<file path="config.mk">
export PLATFORM = sky130hd
export DESIGN_NAME = bbd_core
export DESIGN_NICKNAME = d
export VERILOG_FILES = /design/src/bbd_pkg.sv /design/src/bbd_core.sv /design/src/bbd_ret_stack.sv
export SDC_FILE = /design/constraint.sdc
export NUM_CORES = 1
export LEC_CHECK = 0
export ABC_CLOCK_PERIOD_IN_PS = 9500
export BUFFER_PORTS_ARGS = -buffer_cell sky130_fd_sc_hd__buf_2
export CORE_AREA = 5 5 232 234
export CTS_CLUSTER_SIZE = 20
export DETAILED_ROUTE_END_ITERATION = 10
export DIE_AREA = 0 0 237 239
export GPL_ROUTABILITY_DRIVEN = 1
export HOLD_SLACK_MARGIN = 0.06
export PLACE_DENSITY = 0.48
export SETUP_SLACK_MARGIN = 0.02
export SYNTH_ARGS = -nofsm -noshare
export SYNTH_HDL_FRONTEND = slang
export SYNTH_SLANG_ARGS = --single-unit
</file>
<file path="constraint.sdc">
create_clock -name clock -period 9.5 [get_ports clock]
set_input_delay 0.475 -clock clock [delete_from_list [all_inputs] [get_ports clock]]
set_output_delay 0.475 -clock clock [all_outputs]
set_load 0.02 [all_outputs]
</file>
<file path="src/bbd_pkg.sv">
// constants and types for the branch, bit and control decoder core
package bbd_pkg;

	localparam int          PC_W        = 12;
	localparam logic [7:0]  OP_NOP      = 8'h04;
	localparam logic [7:0]  OP_RET      = 8'hCD;
	localparam logic [7:0]  OP_INTERRUPT_EXIT     = 8'h4D;
	localparam logic [7:0]  OP_STOP     = 8'h6D;
	localparam logic [7:0]  OP_WAIT     = 8'hED;
	localparam logic [7:0]  PTR_X_ADDR  = 8'h80;
	localparam logic [11:0] IRQ_VECTOR  = 12'hFF0;

	localparam logic [3:0]  LN_BRANCH_IF_NOT_ZERO     = 4'h0;
	localparam logic [3:0]  LN_CALL     = 4'h1;
	localparam logic [3:0]  LN_BRANCH_IF_NO_CARRY     = 4'h2;
	localparam logic [3:0]  LN_BTB      = 4'h3;
	localparam logic [3:0]  LN_JRZ      = 4'h4;
	localparam logic [3:0]  LN_JRC      = 4'h6;
	localparam logic [3:0]  LN_ALU      = 4'h7;
	localparam logic [3:0]  LN_JP       = 4'h9;
	localparam logic [3:0]  LN_BIT      = 4'hB;

	localparam logic [3:0]  HN_LD_IND   = 4'h0;
	localparam logic [3:0]  HN_LDI      = 4'h1;
	localparam logic [3:0]  HN_CP_IND   = 4'h2;
	localparam logic [3:0]  HN_CPI      = 4'h3;
	localparam logic [3:0]  HN_ADD_IND  = 4'h4;
	localparam logic [3:0]  HN_SUM_IMMEDIATE     = 4'h5;
	localparam logic [3:0]  HN_INC_IND  = 4'h6;

	localparam logic [2:0]  CYC_SHORT   = 3'h2;
	localparam logic [2:0]  CYC_FOUR    = 3'h4;
	localparam logic [2:0]  CYC_BTB     = 3'h5;

	localparam int          STACK_DEPTH = 8;

	typedef enum logic [8:0] {
		ST_FETCH = 9'h001,
		ST_BYTE2 = 9'h002,
		ST_BYTE3 = 9'h004,
		ST_PTR   = 9'h008,
		ST_DRD   = 9'h010,
		ST_IDLE  = 9'h020,
		ST_DWR   = 9'h040,
		ST_EXEC  = 9'h080,
		ST_HALT  = 9'h100
	} bbd_state_e;

	typedef enum logic [2:0] {
		CL_NOP = 3'h0,
		CL_REL = 3'h1,
		CL_BTB = 3'h2,
		CL_BIT = 3'h3,
		CL_EXT = 3'h4,
		CL_CTL = 3'h5,
		CL_ALU = 3'h6
	} bbd_class_e;

endpackage

</file>
<file path="src/bbd_core.sv">
// branch, bit manipulation, control and long jump execution core
// What this block does
// - four one-byte branches on carry/zero set/clear, two cycles, flags kept.
// - short branch uses 5-bit signed displacement, reach -15 to +16.
// - bit test branches on bit 0 or 1, three bytes, five cycles.
// - bit test copies tested bit into carry, zero untouched.
// - bit set/clear on any data byte, 3-bit bit field, four cycles.
// - with watchdog option selected, stop opcode performs wait instead.
// - long jump and call reach 12-bit address, four cycles, flags kept.
// - control opcodes take two cycles; only interrupt return changes flags.
// - low nibble decode of branches, call, bit test; 0x04 is no-op.
// - low nibble 0111 selects load, compare, add, increment by high nibble.
// - short branch opcode holds condition, direction and span bits.
// - extended target joins four opcode bits with the following byte.
`timescale 1ns/100ps
module bbd_core
	import bbd_pkg::*;
#(
	parameter int STACK_LEVELS = STACK_DEPTH
) (
	input  wire logic        clock,
	input  wire logic        rst_n,
	output logic [11:0]      pm_addr,
	output logic             pm_rd,
	input  wire logic [7:0]  pm_data,
	output logic [7:0]       dm_addr,
	output logic             dm_rd,
	output logic             dm_wr,
	output logic [7:0]       dm_wdata,
	input  wire logic [7:0]  dm_rdata,
	input  wire logic        watchdog_sel,
	input  wire logic        irq_pin,
	output logic [7:0]       acc,
	output logic             flag_z,
	output logic             flag_c,
	output logic [11:0]      pc,
	output logic             halt_stop,
	output logic             halt_wait
);
	typedef struct packed {
		bbd_state_e  st;
		logic        ph;
		logic        wd_s1;
		logic        wd_s2;
		logic        irq_s1;
		logic        irq_s2;
		logic [11:0] pc;
		logic [11:0] ia;
		logic [7:0]  op;
		logic [7:0]  b2;
		logic [7:0]  b3;
		logic [7:0]  db;
		logic [7:0]  ptr;
		logic [7:0]  acc;
		logic        z;
		logic        c;
		logic        iz;
		logic        ic;
		logic        in_irq;
		logic        hstop;
		logic        hwait;
		logic [11:0] pm_addr;
		logic        pm_rd;
		logic [7:0]  dm_addr;
		logic        dm_rd;
		logic        dm_wr;
		logic [7:0]  dm_wdata;
		logic [2:0]  cyc;
	} bbd_core_s;

	localparam bbd_core_s RST_S = '{st: ST_EXEC, op: OP_NOP, cyc: 3'h1, default: '0};

	bbd_core_s   s_q;
	bbd_core_s   s_d;
	logic [1:0]  rsync_q;
	logic        rst_q;
	bbd_class_e  cls;
	bbd_class_e  fcls;
	logic [2:0]  bitn;
	logic [7:0]  mask;
	logic        tbit;
	logic        cond_ok;
	logic [2:0]  cyc_exp;
	logic        fin;
	logic        push;
	logic        pop;
	logic [11:0] push_data;
	logic [11:0] top;
	logic [8:0]  alu9;
	logic [7:0]  src;

	function automatic bbd_class_e cls_of(input logic [7:0] op);
		bbd_class_e r;
		r = CL_NOP;
		case (op[3:0])
			LN_BRANCH_IF_NOT_ZERO, LN_BRANCH_IF_NO_CARRY, LN_JRZ, LN_JRC: r = (op == OP_NOP) ? CL_NOP : CL_REL;
			LN_CALL, LN_JP: r = CL_EXT;
			LN_BTB: r = CL_BTB;
			LN_BIT: r = CL_BIT;
			LN_ALU: r = (op[7:4] <= HN_INC_IND) ? CL_ALU : CL_NOP;
			default: begin
				// even low nibbles 8, A, C, E carry the odd short displacements
				if (!op[0]) begin
					r = CL_REL;
				end else if (op == OP_RET || op == OP_INTERRUPT_EXIT || op == OP_STOP || op == OP_WAIT) begin
					r = CL_CTL;
				end else begin
					r = CL_NOP;
				end
			end
		endcase
		return r;
	endfunction

	always_ff @(posedge clock or negedge rst_n) begin
		if (!rst_n) begin
			rsync_q <= 2'h0;
		end else begin
			rsync_q <= {rsync_q[0], 1'b1};
		end
	end
	assign rst_q = rsync_q[1];

	// bit number sits reversed in opcode bits 7..5
	assign cls = cls_of(s_q.op);
	assign fcls = cls_of(pm_data);
	assign bitn = {s_q.op[5], s_q.op[6], s_q.op[7]};
	assign mask = 8'(8'h01 << bitn);
	assign tbit = s_q.db[bitn];
	assign src = s_q.op[4] ? s_q.b2 : s_q.db;

	always_comb begin
		case (s_q.op[2:1])
			2'h0: cond_ok = !s_q.z;
			2'h1: cond_ok = !s_q.c;
			2'h2: cond_ok = s_q.z;
			default: cond_ok = s_q.c;
		endcase
		case (cls)
			CL_BTB: cyc_exp = CYC_BTB;
			CL_BIT, CL_EXT, CL_ALU: cyc_exp = CYC_FOUR;
			default: cyc_exp = CYC_SHORT;
		endcase
	end

	always_comb begin
		s_d = s_q;
		fin = 1'b0;
		push = 1'b0;
		pop = 1'b0;
		push_data = s_q.pc;
		alu9 = 9'h000;
		s_d.wd_s1 = watchdog_sel;
		s_d.wd_s2 = s_q.wd_s1;
		s_d.irq_s1 = irq_pin;
		s_d.irq_s2 = s_q.irq_s1;
		s_d.ph = !s_q.ph;
		if (s_q.ph) begin
			s_d.pm_rd = 1'b0;
			s_d.dm_rd = 1'b0;
			s_d.dm_wr = 1'b0;
			s_d.cyc = s_q.cyc + 3'h1;
			case (s_q.st)
				ST_FETCH: begin
					s_d.op = pm_data;
					s_d.ia = s_q.pc;
					s_d.pc = s_q.pc + 12'h001;
					case (fcls)
						CL_BTB, CL_BIT, CL_EXT: s_d.st = ST_BYTE2;
						CL_ALU: s_d.st = pm_data[4] ? ST_BYTE2 : ST_PTR;
						default: s_d.st = ST_EXEC;
					endcase
				end
				ST_BYTE2: begin
					s_d.b2 = pm_data;
					s_d.pc = s_q.pc + 12'h001;
					case (cls)
						CL_BTB: s_d.st = ST_BYTE3;
						CL_BIT: s_d.st = ST_DRD;
						default: s_d.st = ST_IDLE;
					endcase
				end
				ST_BYTE3: begin
					s_d.b3 = pm_data;
					s_d.pc = s_q.pc + 12'h001;
					s_d.st = ST_DRD;
				end
				ST_PTR: begin
					s_d.ptr = dm_rdata;
					s_d.st = ST_DRD;
				end
				ST_DRD: begin
					s_d.db = dm_rdata;
					s_d.st = ST_EXEC;
					if (cls == CL_BIT) begin
						// read-modify-write touches only the addressed bit
						s_d.dm_wdata = s_q.op[4] ? (dm_rdata | mask) : (dm_rdata & ~mask);
						s_d.st = ST_DWR;
					end else if (cls == CL_ALU && s_q.op[7:4] == HN_INC_IND) begin
						s_d.dm_wdata = dm_rdata + 8'h01;
						s_d.st = ST_DWR;
					end
				end
				ST_IDLE: s_d.st = ST_EXEC;
				ST_DWR: begin
					if (cls == CL_ALU) begin
						s_d.z = (s_q.dm_wdata == 8'h00);
					end
					fin = 1'b1;
				end
				ST_EXEC: begin
					fin = 1'b1;
					case (cls)
						CL_REL: begin
							if (cond_ok) begin
								s_d.pc = s_q.pc + {{7{s_q.op[7]}}, s_q.op[7:3]};
							end
						end
						CL_BTB: begin
							s_d.c = tbit;
							if (tbit == s_q.op[4]) begin
								s_d.pc = s_q.pc + {{4{s_q.b3[7]}}, s_q.b3} - 12'h001;
							end
						end
						CL_EXT: begin
							if (s_q.op[3:0] == LN_CALL) begin
								push = 1'b1;
							end
							s_d.pc = {s_q.op[7:4], s_q.b2};
						end
						CL_CTL: begin
							if (s_q.op == OP_RET || s_q.op == OP_INTERRUPT_EXIT) begin
								pop = 1'b1;
								s_d.pc = top;
							end
							if (s_q.op == OP_INTERRUPT_EXIT) begin
								s_d.z = s_q.iz;
								s_d.c = s_q.ic;
								s_d.in_irq = 1'b0;
							end
							if (s_q.op == OP_STOP || s_q.op == OP_WAIT) begin
								fin = 1'b0;
								s_d.st = ST_HALT;
								s_d.hstop = (s_q.op == OP_STOP) && !s_q.wd_s2;
								s_d.hwait = (s_q.op == OP_WAIT) || s_q.wd_s2;
							end
						end
						CL_ALU: begin
							case (s_q.op[7:4])
								HN_LD_IND, HN_LDI: begin
									s_d.acc = src;
									s_d.z = (src == 8'h00);
								end
								HN_CP_IND, HN_CPI: begin
									alu9 = {1'b0, s_q.acc} - {1'b0, src};
									s_d.z = (alu9[7:0] == 8'h00);
									s_d.c = alu9[8];
								end
								HN_ADD_IND, HN_SUM_IMMEDIATE: begin
									alu9 = {1'b0, s_q.acc} + {1'b0, src};
									s_d.acc = alu9[7:0];
									s_d.z = (alu9[7:0] == 8'h00);
									s_d.c = alu9[8];
								end
								default: s_d.acc = s_q.acc;
							endcase
						end
						default: s_d.acc = s_q.acc;
					endcase
				end
				ST_HALT: begin
					if (s_q.irq_s2) begin
						s_d.hstop = 1'b0;
						s_d.hwait = 1'b0;
						fin = 1'b1;
					end
				end
				default: s_d.st = ST_EXEC;
			endcase
			if (fin) begin
				s_d.st = ST_FETCH;
				s_d.cyc = 3'h0;
				// interrupt taken only at a boundary with no stack traffic
				if (s_q.irq_s2 && !s_q.in_irq && !push && !pop) begin
					push = 1'b1;
					push_data = s_d.pc;
					s_d.pc = IRQ_VECTOR;
					s_d.iz = s_d.z;
					s_d.ic = s_d.c;
					s_d.in_irq = 1'b1;
				end
			end
			case (s_d.st)
				ST_FETCH, ST_BYTE2, ST_BYTE3: begin
					s_d.pm_addr = s_d.pc;
					s_d.pm_rd = 1'b1;
				end
				ST_PTR: begin
					s_d.dm_addr = PTR_X_ADDR;
					s_d.dm_rd = 1'b1;
				end
				ST_DRD: begin
					s_d.dm_addr = (cls == CL_ALU) ? s_d.ptr : s_d.b2;
					s_d.dm_rd = 1'b1;
				end
				ST_DWR: s_d.dm_wr = 1'b1;
				default: s_d.dm_wr = 1'b0;
			endcase
		end
	end

	always_ff @(posedge clock or negedge rst_q) begin
		if (!rst_q) begin
			s_q <= RST_S;
		end else begin
			s_q <= s_d;
		end
	end

	bbd_ret_stack #(
		.DEPTH (STACK_LEVELS),
		.WIDTH (PC_W)
	) u_stack (
		.clock     (clock),
		.rst_q     (rst_q),
		.push      (push),
		.pop       (pop),
		.push_data (push_data),
		.top       (top)
	);

	assign pm_addr = s_q.pm_addr;
	assign pm_rd = s_q.pm_rd;
	assign dm_addr = s_q.dm_addr;
	assign dm_rd = s_q.dm_rd;
	assign dm_wr = s_q.dm_wr;
	assign dm_wdata = s_q.dm_wdata;
	assign acc = s_q.acc;
	assign flag_z = s_q.z;
	assign flag_c = s_q.c;
	assign pc = s_q.pc;
	assign halt_stop = s_q.hstop;
	assign halt_wait = s_q.hwait;
endmodule

</file>
<file path="src/bbd_ret_stack.sv">
// return address stack with registered top of stack
`timescale 1ns/100ps
module bbd_ret_stack #(
	parameter int DEPTH = 8,
	parameter int WIDTH = 12
) (
	input  wire logic             clock,
	input  wire logic             rst_q,
	input  wire logic             push,
	input  wire logic             pop,
	input  wire logic [WIDTH-1:0] push_data,
	output logic      [WIDTH-1:0] top
);
	localparam int AW = (DEPTH > 1) ? $clog2(DEPTH) : 1;

	generate
		if (DEPTH < 2 || (DEPTH & (DEPTH - 1)) != 0) begin : g_bad_depth
			$error("stack depth must be a power of two, at least 2");
		end
	endgenerate

	typedef struct packed {
		logic [DEPTH-1:0][WIDTH-1:0] mem;
		logic [AW-1:0]               sp;
		logic [WIDTH-1:0]            top;
	} bbd_stack_s;

	bbd_stack_s s_q;
	bbd_stack_s s_d;

	// pointer wraps: overflow overwrites the oldest entry
	always_comb begin
		s_d = s_q;
		if (push) begin
			s_d.mem[s_q.sp] = push_data;
			s_d.sp = s_q.sp + AW'(1);
			s_d.top = push_data;
		end else if (pop) begin
			s_d.sp = s_q.sp - AW'(1);
			s_d.top = s_q.mem[s_q.sp - AW'(2)];
		end
	end

	always_ff @(posedge clock or negedge rst_q) begin
		if (!rst_q) begin
			s_q <= '0;
		end else begin
			s_q <= s_d;
		end
	end

	assign top = s_q.top;
endmodule

</file>
# Word level (Yosys, flattened, before mapping)
# Index checks and enable logic that the tools add are counted.
[word_totals]
reg_bits = 225
inputBits = 20
[op_classes]
addsub = 10
order_cmp = 6
n_eq_ne = 62
n_shift = 1
n_mux = 84
bitwise = 3
reduce_logical = 55
[op_table]
columns = ["op", "n"]
rows = [
  ["2-to-1 mux 12 bit", 10],
  ["bitwise mux 96 bit", 1],
  ["2-to-1 mux 8 bit", 9],
  ["one-hot mux 9 bit (6 select lines)", 1],
  ["one-hot mux 12 bit (4 select lines)", 1],
  ["binary-select mux 12 bit (select 3 bit)", 1],
  ["demux 12 bit (select 3 bit)", 1],
  ["== test 4 x 3 -> 1 bit, second input constant", 9],
  ["2-to-1 mux 9 bit", 4],
  ["== test 8 x 7 -> 1 bit, second input constant", 4],
  ["== test 8 bit, second input constant", 4],
  ["zero test 8 bit", 4],
  ["one-hot mux 8 bit (2 select lines)", 2],
  ["2-to-1 mux 15 bit", 2],
  ["one-hot mux 3 bit (5 select lines)", 2],
  ["2-to-1 mux 1 bit", 27],
  ["adder 12 bit", 2],
  ["== test 4 x 2 -> 1 bit, second input constant", 6],
  ["one-hot mux 12 bit (2 select lines)", 1],
  ["2-to-1 mux 3 bit", 7],
  ["== test 9 x 1 -> 1 bit, second input constant", 2],
  ["== test 9 x 2 -> 1 bit, second input constant", 2],
  ["== test 9 x 3 -> 1 bit, second input constant", 2],
  ["== test 9 x 4 -> 1 bit, second input constant", 2],
  ["51 further kinds", 115],
]

# Logic depth before layout (Yosys ltp)
[logic_depth]
depth_word = 18
depth_mapped = 15

# Hierarchy
# From an unflattened synthesis, not the netlist that was laid out.
[hier_totals]
cells_unflattened = 1432
hier_area_um2 = 14617.8
[modules_own_cells]
columns = ["module", "n_inst", "cells_each", "area_each_um2"]
rows = [
  ["bbd_core", 1, 1058, 9160.0],
  ["bbd_ret_stack", 1, 374, 5457.7],
]

# Worst setup path after synthesis
# OpenSTA, ideal clock, no wires.
[synth_path]
path_type = "register -> register"
start = "reg s_q[85] (netlist name)"
end = "reg s_q[37] (netlist name)"
setup_ns = 0.095
arrival_ns = 3.253
t_required_ns = 9.405
slack_ns = 6.151
path_stages_with_launch = 15
synth_period_minus_slack_ns = 3.349
cell_sequence = "dfrtp_1 clkbuf_1 buf_2 buf_1 mux2i_1 ha_1 clkbuf_1 nor2b_1 o31a_1 o31a_1 o21a_1 nor3_1 a21o_1 a31oi_1 o31ai_1"
[synth_between]
elab_chain_len = 15
[synth_rtl]
columns = ["element", "line_no", "source"]
rows = [
  ["start, declared", "bbd_core.sv:73", "bbd_core_s s_q;"],
  ["start signal, assigned", "bbd_core.sv:314", "s_q <= RST_S;"],
  ["start signal, assigned", "bbd_core.sv:316", "s_q <= s_d;"],
  ["== test 8 bit / == test 8 x 7 -> 1 bit (equally long branches)", "bbd_core.sv:105, bbd_core.sv:232, bbd_core.sv:236", ""],
  ["logical OR 1 bit", "bbd_core.sv:105, bbd_core.sv:232", ""],
  ["logical OR 1 bit (2 in a row)", "bbd_core.sv:105", "end else if (op == OP_RET || op == OP_INTERRUPT_EXIT || op == OP_STOP || op == OP_WAIT) begin"],
  ["2-to-1 mux 3 bit", "bbd_core.sv:105", ""],
  ["2-to-1 mux 3 bit", "bbd_core.sv:103", "if (!op[0]) begin"],
  ["one-hot mux 3 bit (5 select lines)", "bbd_core.sv:95", "case (op[3:0])"],
  ["== test 3 bit", "bbd_core.sv:213", "case (cls)"],
  ["2-to-1 mux 1 bit", "bbd_core.sv:213", ""],
  ["2-to-1 mux 1 bit", "bbd_core.sv:163", "case (s_q.st)"],
  ["2-to-1 mux 1 bit", "bbd_core.sv:158", "if (s_q.ph) begin"],
  ["zero test 1 bit", "bbd_core.sv:284", "if (s_q.irq_s2 && !s_q.in_irq && !push && !pop) begin"],
  ["logical AND 1 bit (2 in a row)", "bbd_core.sv:284", ""],
  ["AND reduction 3 bit (no line)", "-", ""],
]
# Several ways; a longest one is shown, not always the timed one. The select of a mux whose other input is x is not followed.
# A chain may end at the register's enable or synchronous reset.

# Final worst setup path
[layout_path]
start = "reg s_q (netlist bit pc[1])"
end = "reg u_stack.s_q[70] (netlist name)"
[layout_between]
elab_chain_len = 9
[layout_rtl]
columns = ["element", "line_no", "source"]
rows = [
  ["adder 12 bit", "bbd_core.sv:222", "s_d.pc = s_q.pc + {{4{s_q.b3[7]}}, s_q.b3} - 12'h001;"],
  ["subtractor 12 x 1 -> 12 bit", "bbd_core.sv:222", ""],
  ["2-to-1 mux 12 bit", "bbd_core.sv:221", "if (tbit == s_q.op[4]) begin"],
  ["one-hot mux 12 bit (4 select lines)", "bbd_core.sv:213", ""],
  ["one-hot mux 12 bit (2 select lines) (*)", "bbd_core.sv:163", ""],
  ["2-to-1 mux 12 bit (*)", "bbd_core.sv:284", ""],
  ["2-to-1 mux 12 bit (*)", "bbd_core.sv:280", "if (fin) begin"],
  ["2-to-1 mux 12 bit (*)", "bbd_core.sv:158", ""],
  ["bitwise mux 96 bit (*)", "bbd_ret_stack.sv:35", "s_d.mem[s_q.sp] = push_data;"],
  ["end signal, assigned", "bbd_ret_stack.sv:46", "s_q <= '0;"],
  ["end signal, assigned", "bbd_ret_stack.sv:48", "s_q <= s_d;"],
  ["end, declared", "bbd_ret_stack.sv:28", "bbd_stack_s s_q;"],
]
# Every way passes the cells marked *; elsewhere a longest branch is shown, timed or not.

==> flow_metrics.py <==
metrics = {
    "place": {
        "io_buffers": 74,
        "gp_congestion": 0.942,
        "dp_hpwl_mm": 35.7,
        "dp_slack_ns": 5.22,
        "placed_cell_area_um2": 15400,
        "dp.cells": 2238,
    },
    "synth": {
        "synth-simple-area-share": 0.161,
        "ys_seq_area_frac": 0.381,
        "netlist-cell-type-count": 102,
        "synth-main-ff-cell": "dfrtp_1",
        "synth-seq-cells": 225,
        "synth_area_um2": 14800,
        "synth_nets": 1683,
        "synth.area.mux_share": 0.111,
        "synth_compound_area_frac": 0.202,
        "ys_top_cells_by_count": "dfrtp_1, nand2_1, o21ai_0, nor2_1, a21oi_1",
        "synthAdderAreaFrac": 0.0525,
        "synth-async-reset-ratio": 1.00,
        "synth.largest_area_cell": "dfrtp_1",
        "syn_area_per_cell_um2": 9.21,
        "synth_cells": 1604,
        "yosys.cell_count.top_type": "dfrtp_1",
        "synth_enable_flop_cells": 0,
        "synth_xor_area_frac": 0.0172,
        "synthTopCellsByArea": "dfrtp_1, mux2_2, nand2_1",
        "yosys.area.top_type_share": 0.378,
        "yosysWarnings": 0,
        "synth_top_family_by_area": "compound AO/OA/AOI/OAI gates",
    },
    "floorplanning": {
        "die_area_um2": 56600,
        "core_um2": 51800,
        "die_h_um": 239,
        "num_rows": 84,
        "die_w_um": 237,
        "start_util": 0.285,
        "num_io_pins": 75,
    },
    "detailed_routing": {
        "wire_per_inst_um": 21.5,
        "drc": 0,
        "ant_nets": 0,
        "drt_iter0_drc": 1104,
        "first_pass_iters": 5,
        "vias_per_cell": 5.31,
        "vias": 12200,
        "wirelength_mm": 49.3,
    },
    "sta": {
        "final_max_slew_viol_count": 0,
        "fin_crit_ns": 4.37,
        "hold_viol_final": 0,
        "hold_ws_ns": 0.170,
        "fmax_ghz": 0.229,
        "tightest_slew_ns": 1.20,
        "min_period_over_period": 0.460,
        "worst_clock_skew_ns": 0.0278,
        "finalSetupTns_ns": 0,
        "setup_viol": 0,
        "slew_headroom": 0.198,
        "rsz0062_at_grt": "false",
        "post-route-worst-setup-slack_ns": 5.13,
    },
    "pwr": {
        "powerDensity_nw_per_um2": 348,
        "peakVddDrop_mv": 0.137,
        "leakage_nw": 6.94,
        "total_power_mw": 5.66,
    },
    "clock_tree": {
        "htree_levels": 1,
        "cts_buffers": 26,
        "cts_tree": "yes",
        "cts.sinks": 225,
        "root_buffer": "clkbuf_16",
        "ctsResizeCount": 0,
        "clock_latency_ns": 0.57,
        "clock_path_buffers": 3,
        "cts.reportedPaths.clkPinSlew_ns": 0.06,
    },
    "worst_setup_path": {
        "r2r_end": "u_stack.s_q[70]",
        "crit_arrival_ns": 4.76,
        "reg2reg_from": "pc[1]",
        "path_class": "reg -> reg",
        "reg2regPathDepth": 14,
        "critPathMostFrequentCell": "inv_1",
        "required_ns": 9.89,
        "crit_chain": "inv_1, ha_1, inv_1, ha_1, inv_1, fa_1, nor2b_1, o2111ai_1, a31oi_1, nor4_1, o21ai_0, a32oi_1, a21oi_1, o21ai_0",
        "end_kind": "flop",
        "cpPeakStageDelay_ns": 0.64,
        "cp_max_fo": 10,
        "startpoint_type": "flop",
        "r2r_setup_slack_ns": 5.13,
        "crit_slowest_cell": "dfrtp_1",
    },
    "grt": {
        "overflow": 0,
        "grt_pass1_wl_mm": 76.6,
        "grt_start_max_net_pins": 74,
        "grt_pass1_vias": 11900,
        "track_usage": 0.170,
        "antenna_found_initial": 0,
    },
    "final_layout": {
        "drive_gt1_frac": 0.174,
        "fin_cells": 2289,
        "fin_util": 0.313,
        "syn_to_final_growth_pct": 9.93,
        "final_nets": 1660,
        "diodes": 0,
        "stdcell_area_um2": 16200,
    },
    "min_path": {
        "hold_path.class": "reg -> async",
    },
    "run_status": {
        "status": "completed",
    },
    "job": {
        "cap_violations": 0,
    },
}
==> layout make-up <==
| type | instances | area, µm² |
|---|---|---|
| clock buffers | 41 | 767 |
| clock inverters | 7 | 88.8 |
| fillers | 5412 | 35600 |
| inverters | 82 | 308 |
| multi-input cells | 1152 | 8050 |
| flip-flops and latches | 225 | 5640 |
| well taps | 688 | 861 |
| repair buffers | 94 | 528 |
==> critical path, delay by kind of cell, from the launching register on <==
family | cells | cell delay, ns
buffers and inverters | 3 | 0.38
AOI/OAI and AO/OA | 6 | 1.97
DFF | 1 | 0.64
adders and majority gates | 3 | 0.87
and+or+nand+nor | 2 | 0.33
==> registers in the layout, indices dropped and copies added (netlist names), 2 cells and up <==
name and flops:
rsync_q 2, pc 12, s_d 2, pm_addr 12, s_q 52, u_stack.s_q 99, bitn 3, acc 8
dm_addr 8, u_stack.top 12, dm_wdata 8
==> what timing repair did <==
| action | 4_1_cts | 5_1_grt |
|---|---|---|
| hold endpoints to repair | 4 | 0 |
| hold buffers | 3 | 0 |
| setup buffers | 0 | 0 |
==> layer usage <==
layer  wire length, µm  up-vias  track usage
li1                  -     5708            -
met1             22500     6013        0.243
met4              1140        0       0.0371
met5                 0        -            0
met2             22700      369        0.275
met3              2910       76       0.0268
==> cells in the final DEF, fill, tap and decap left out, drive strengths merged, types with 6 or more instances in the layout <==
cell / count
a211oi: 14
nor3b: 7
nand4: 17
nor4: 13
or3: 7
and3: 7
a221oi: 9
mux2: 67
mux4: 24
and2: 9
nand3b: 6
a31oi: 32
nor3: 36
o22ai: 7
o221ai: 7
a22oi: 11
a21oi: 96
clkbuf: 41
a22o: 7
o31ai: 23
clkinv: 6
o21ai: 156
nor2: 111
nor2b: 17
mux2i: 33
o211ai: 17
xor2: 10
dfrtp: 223
nand3: 47
buf: 91
a21o: 16
nand2: 183
inv: 82
o21a: 8
xnor2: 19
nand2b: 6
ha: 54
==> kinds of logic after synthesis <==
| group | Yosys count |
|---|---|
| flops | 225 |
| compound gates | 447 |
| buf+inv | 227 |
| mux | 124 |
| xor+xnor | 29 |
| other cells | 1 |
| simple gates | 492 |
| fa+ha+maj | 59 |
==> report_power, final <==
group / leakage [nW] / internal [mW] / switching, mW
clock: 0.420 / 0.584 / 0.426
combinational: 4.03 / 1.13 / 1.95
sequential: 2.49 / 1.20 / 0.370
==> worst max path at each step <==
stage / from / to / slack, ns
after detailed placement: pc[1] / u_stack.s_q[82] / 5.22
after floorplan: rsync_q[1] / acc[0] / 2.77
after CTS: pc[1] / u_stack.s_q[82] / 5.19
after global routing: pc[1] / u_stack.s_q[82] / 4.82
after global placement: pc[1] / u_stack.s_q[22] / 5.27
final: pc[1] / u_stack.s_q[70] / 5.13
Note: power is estimated with default switching activity, not from simulation.
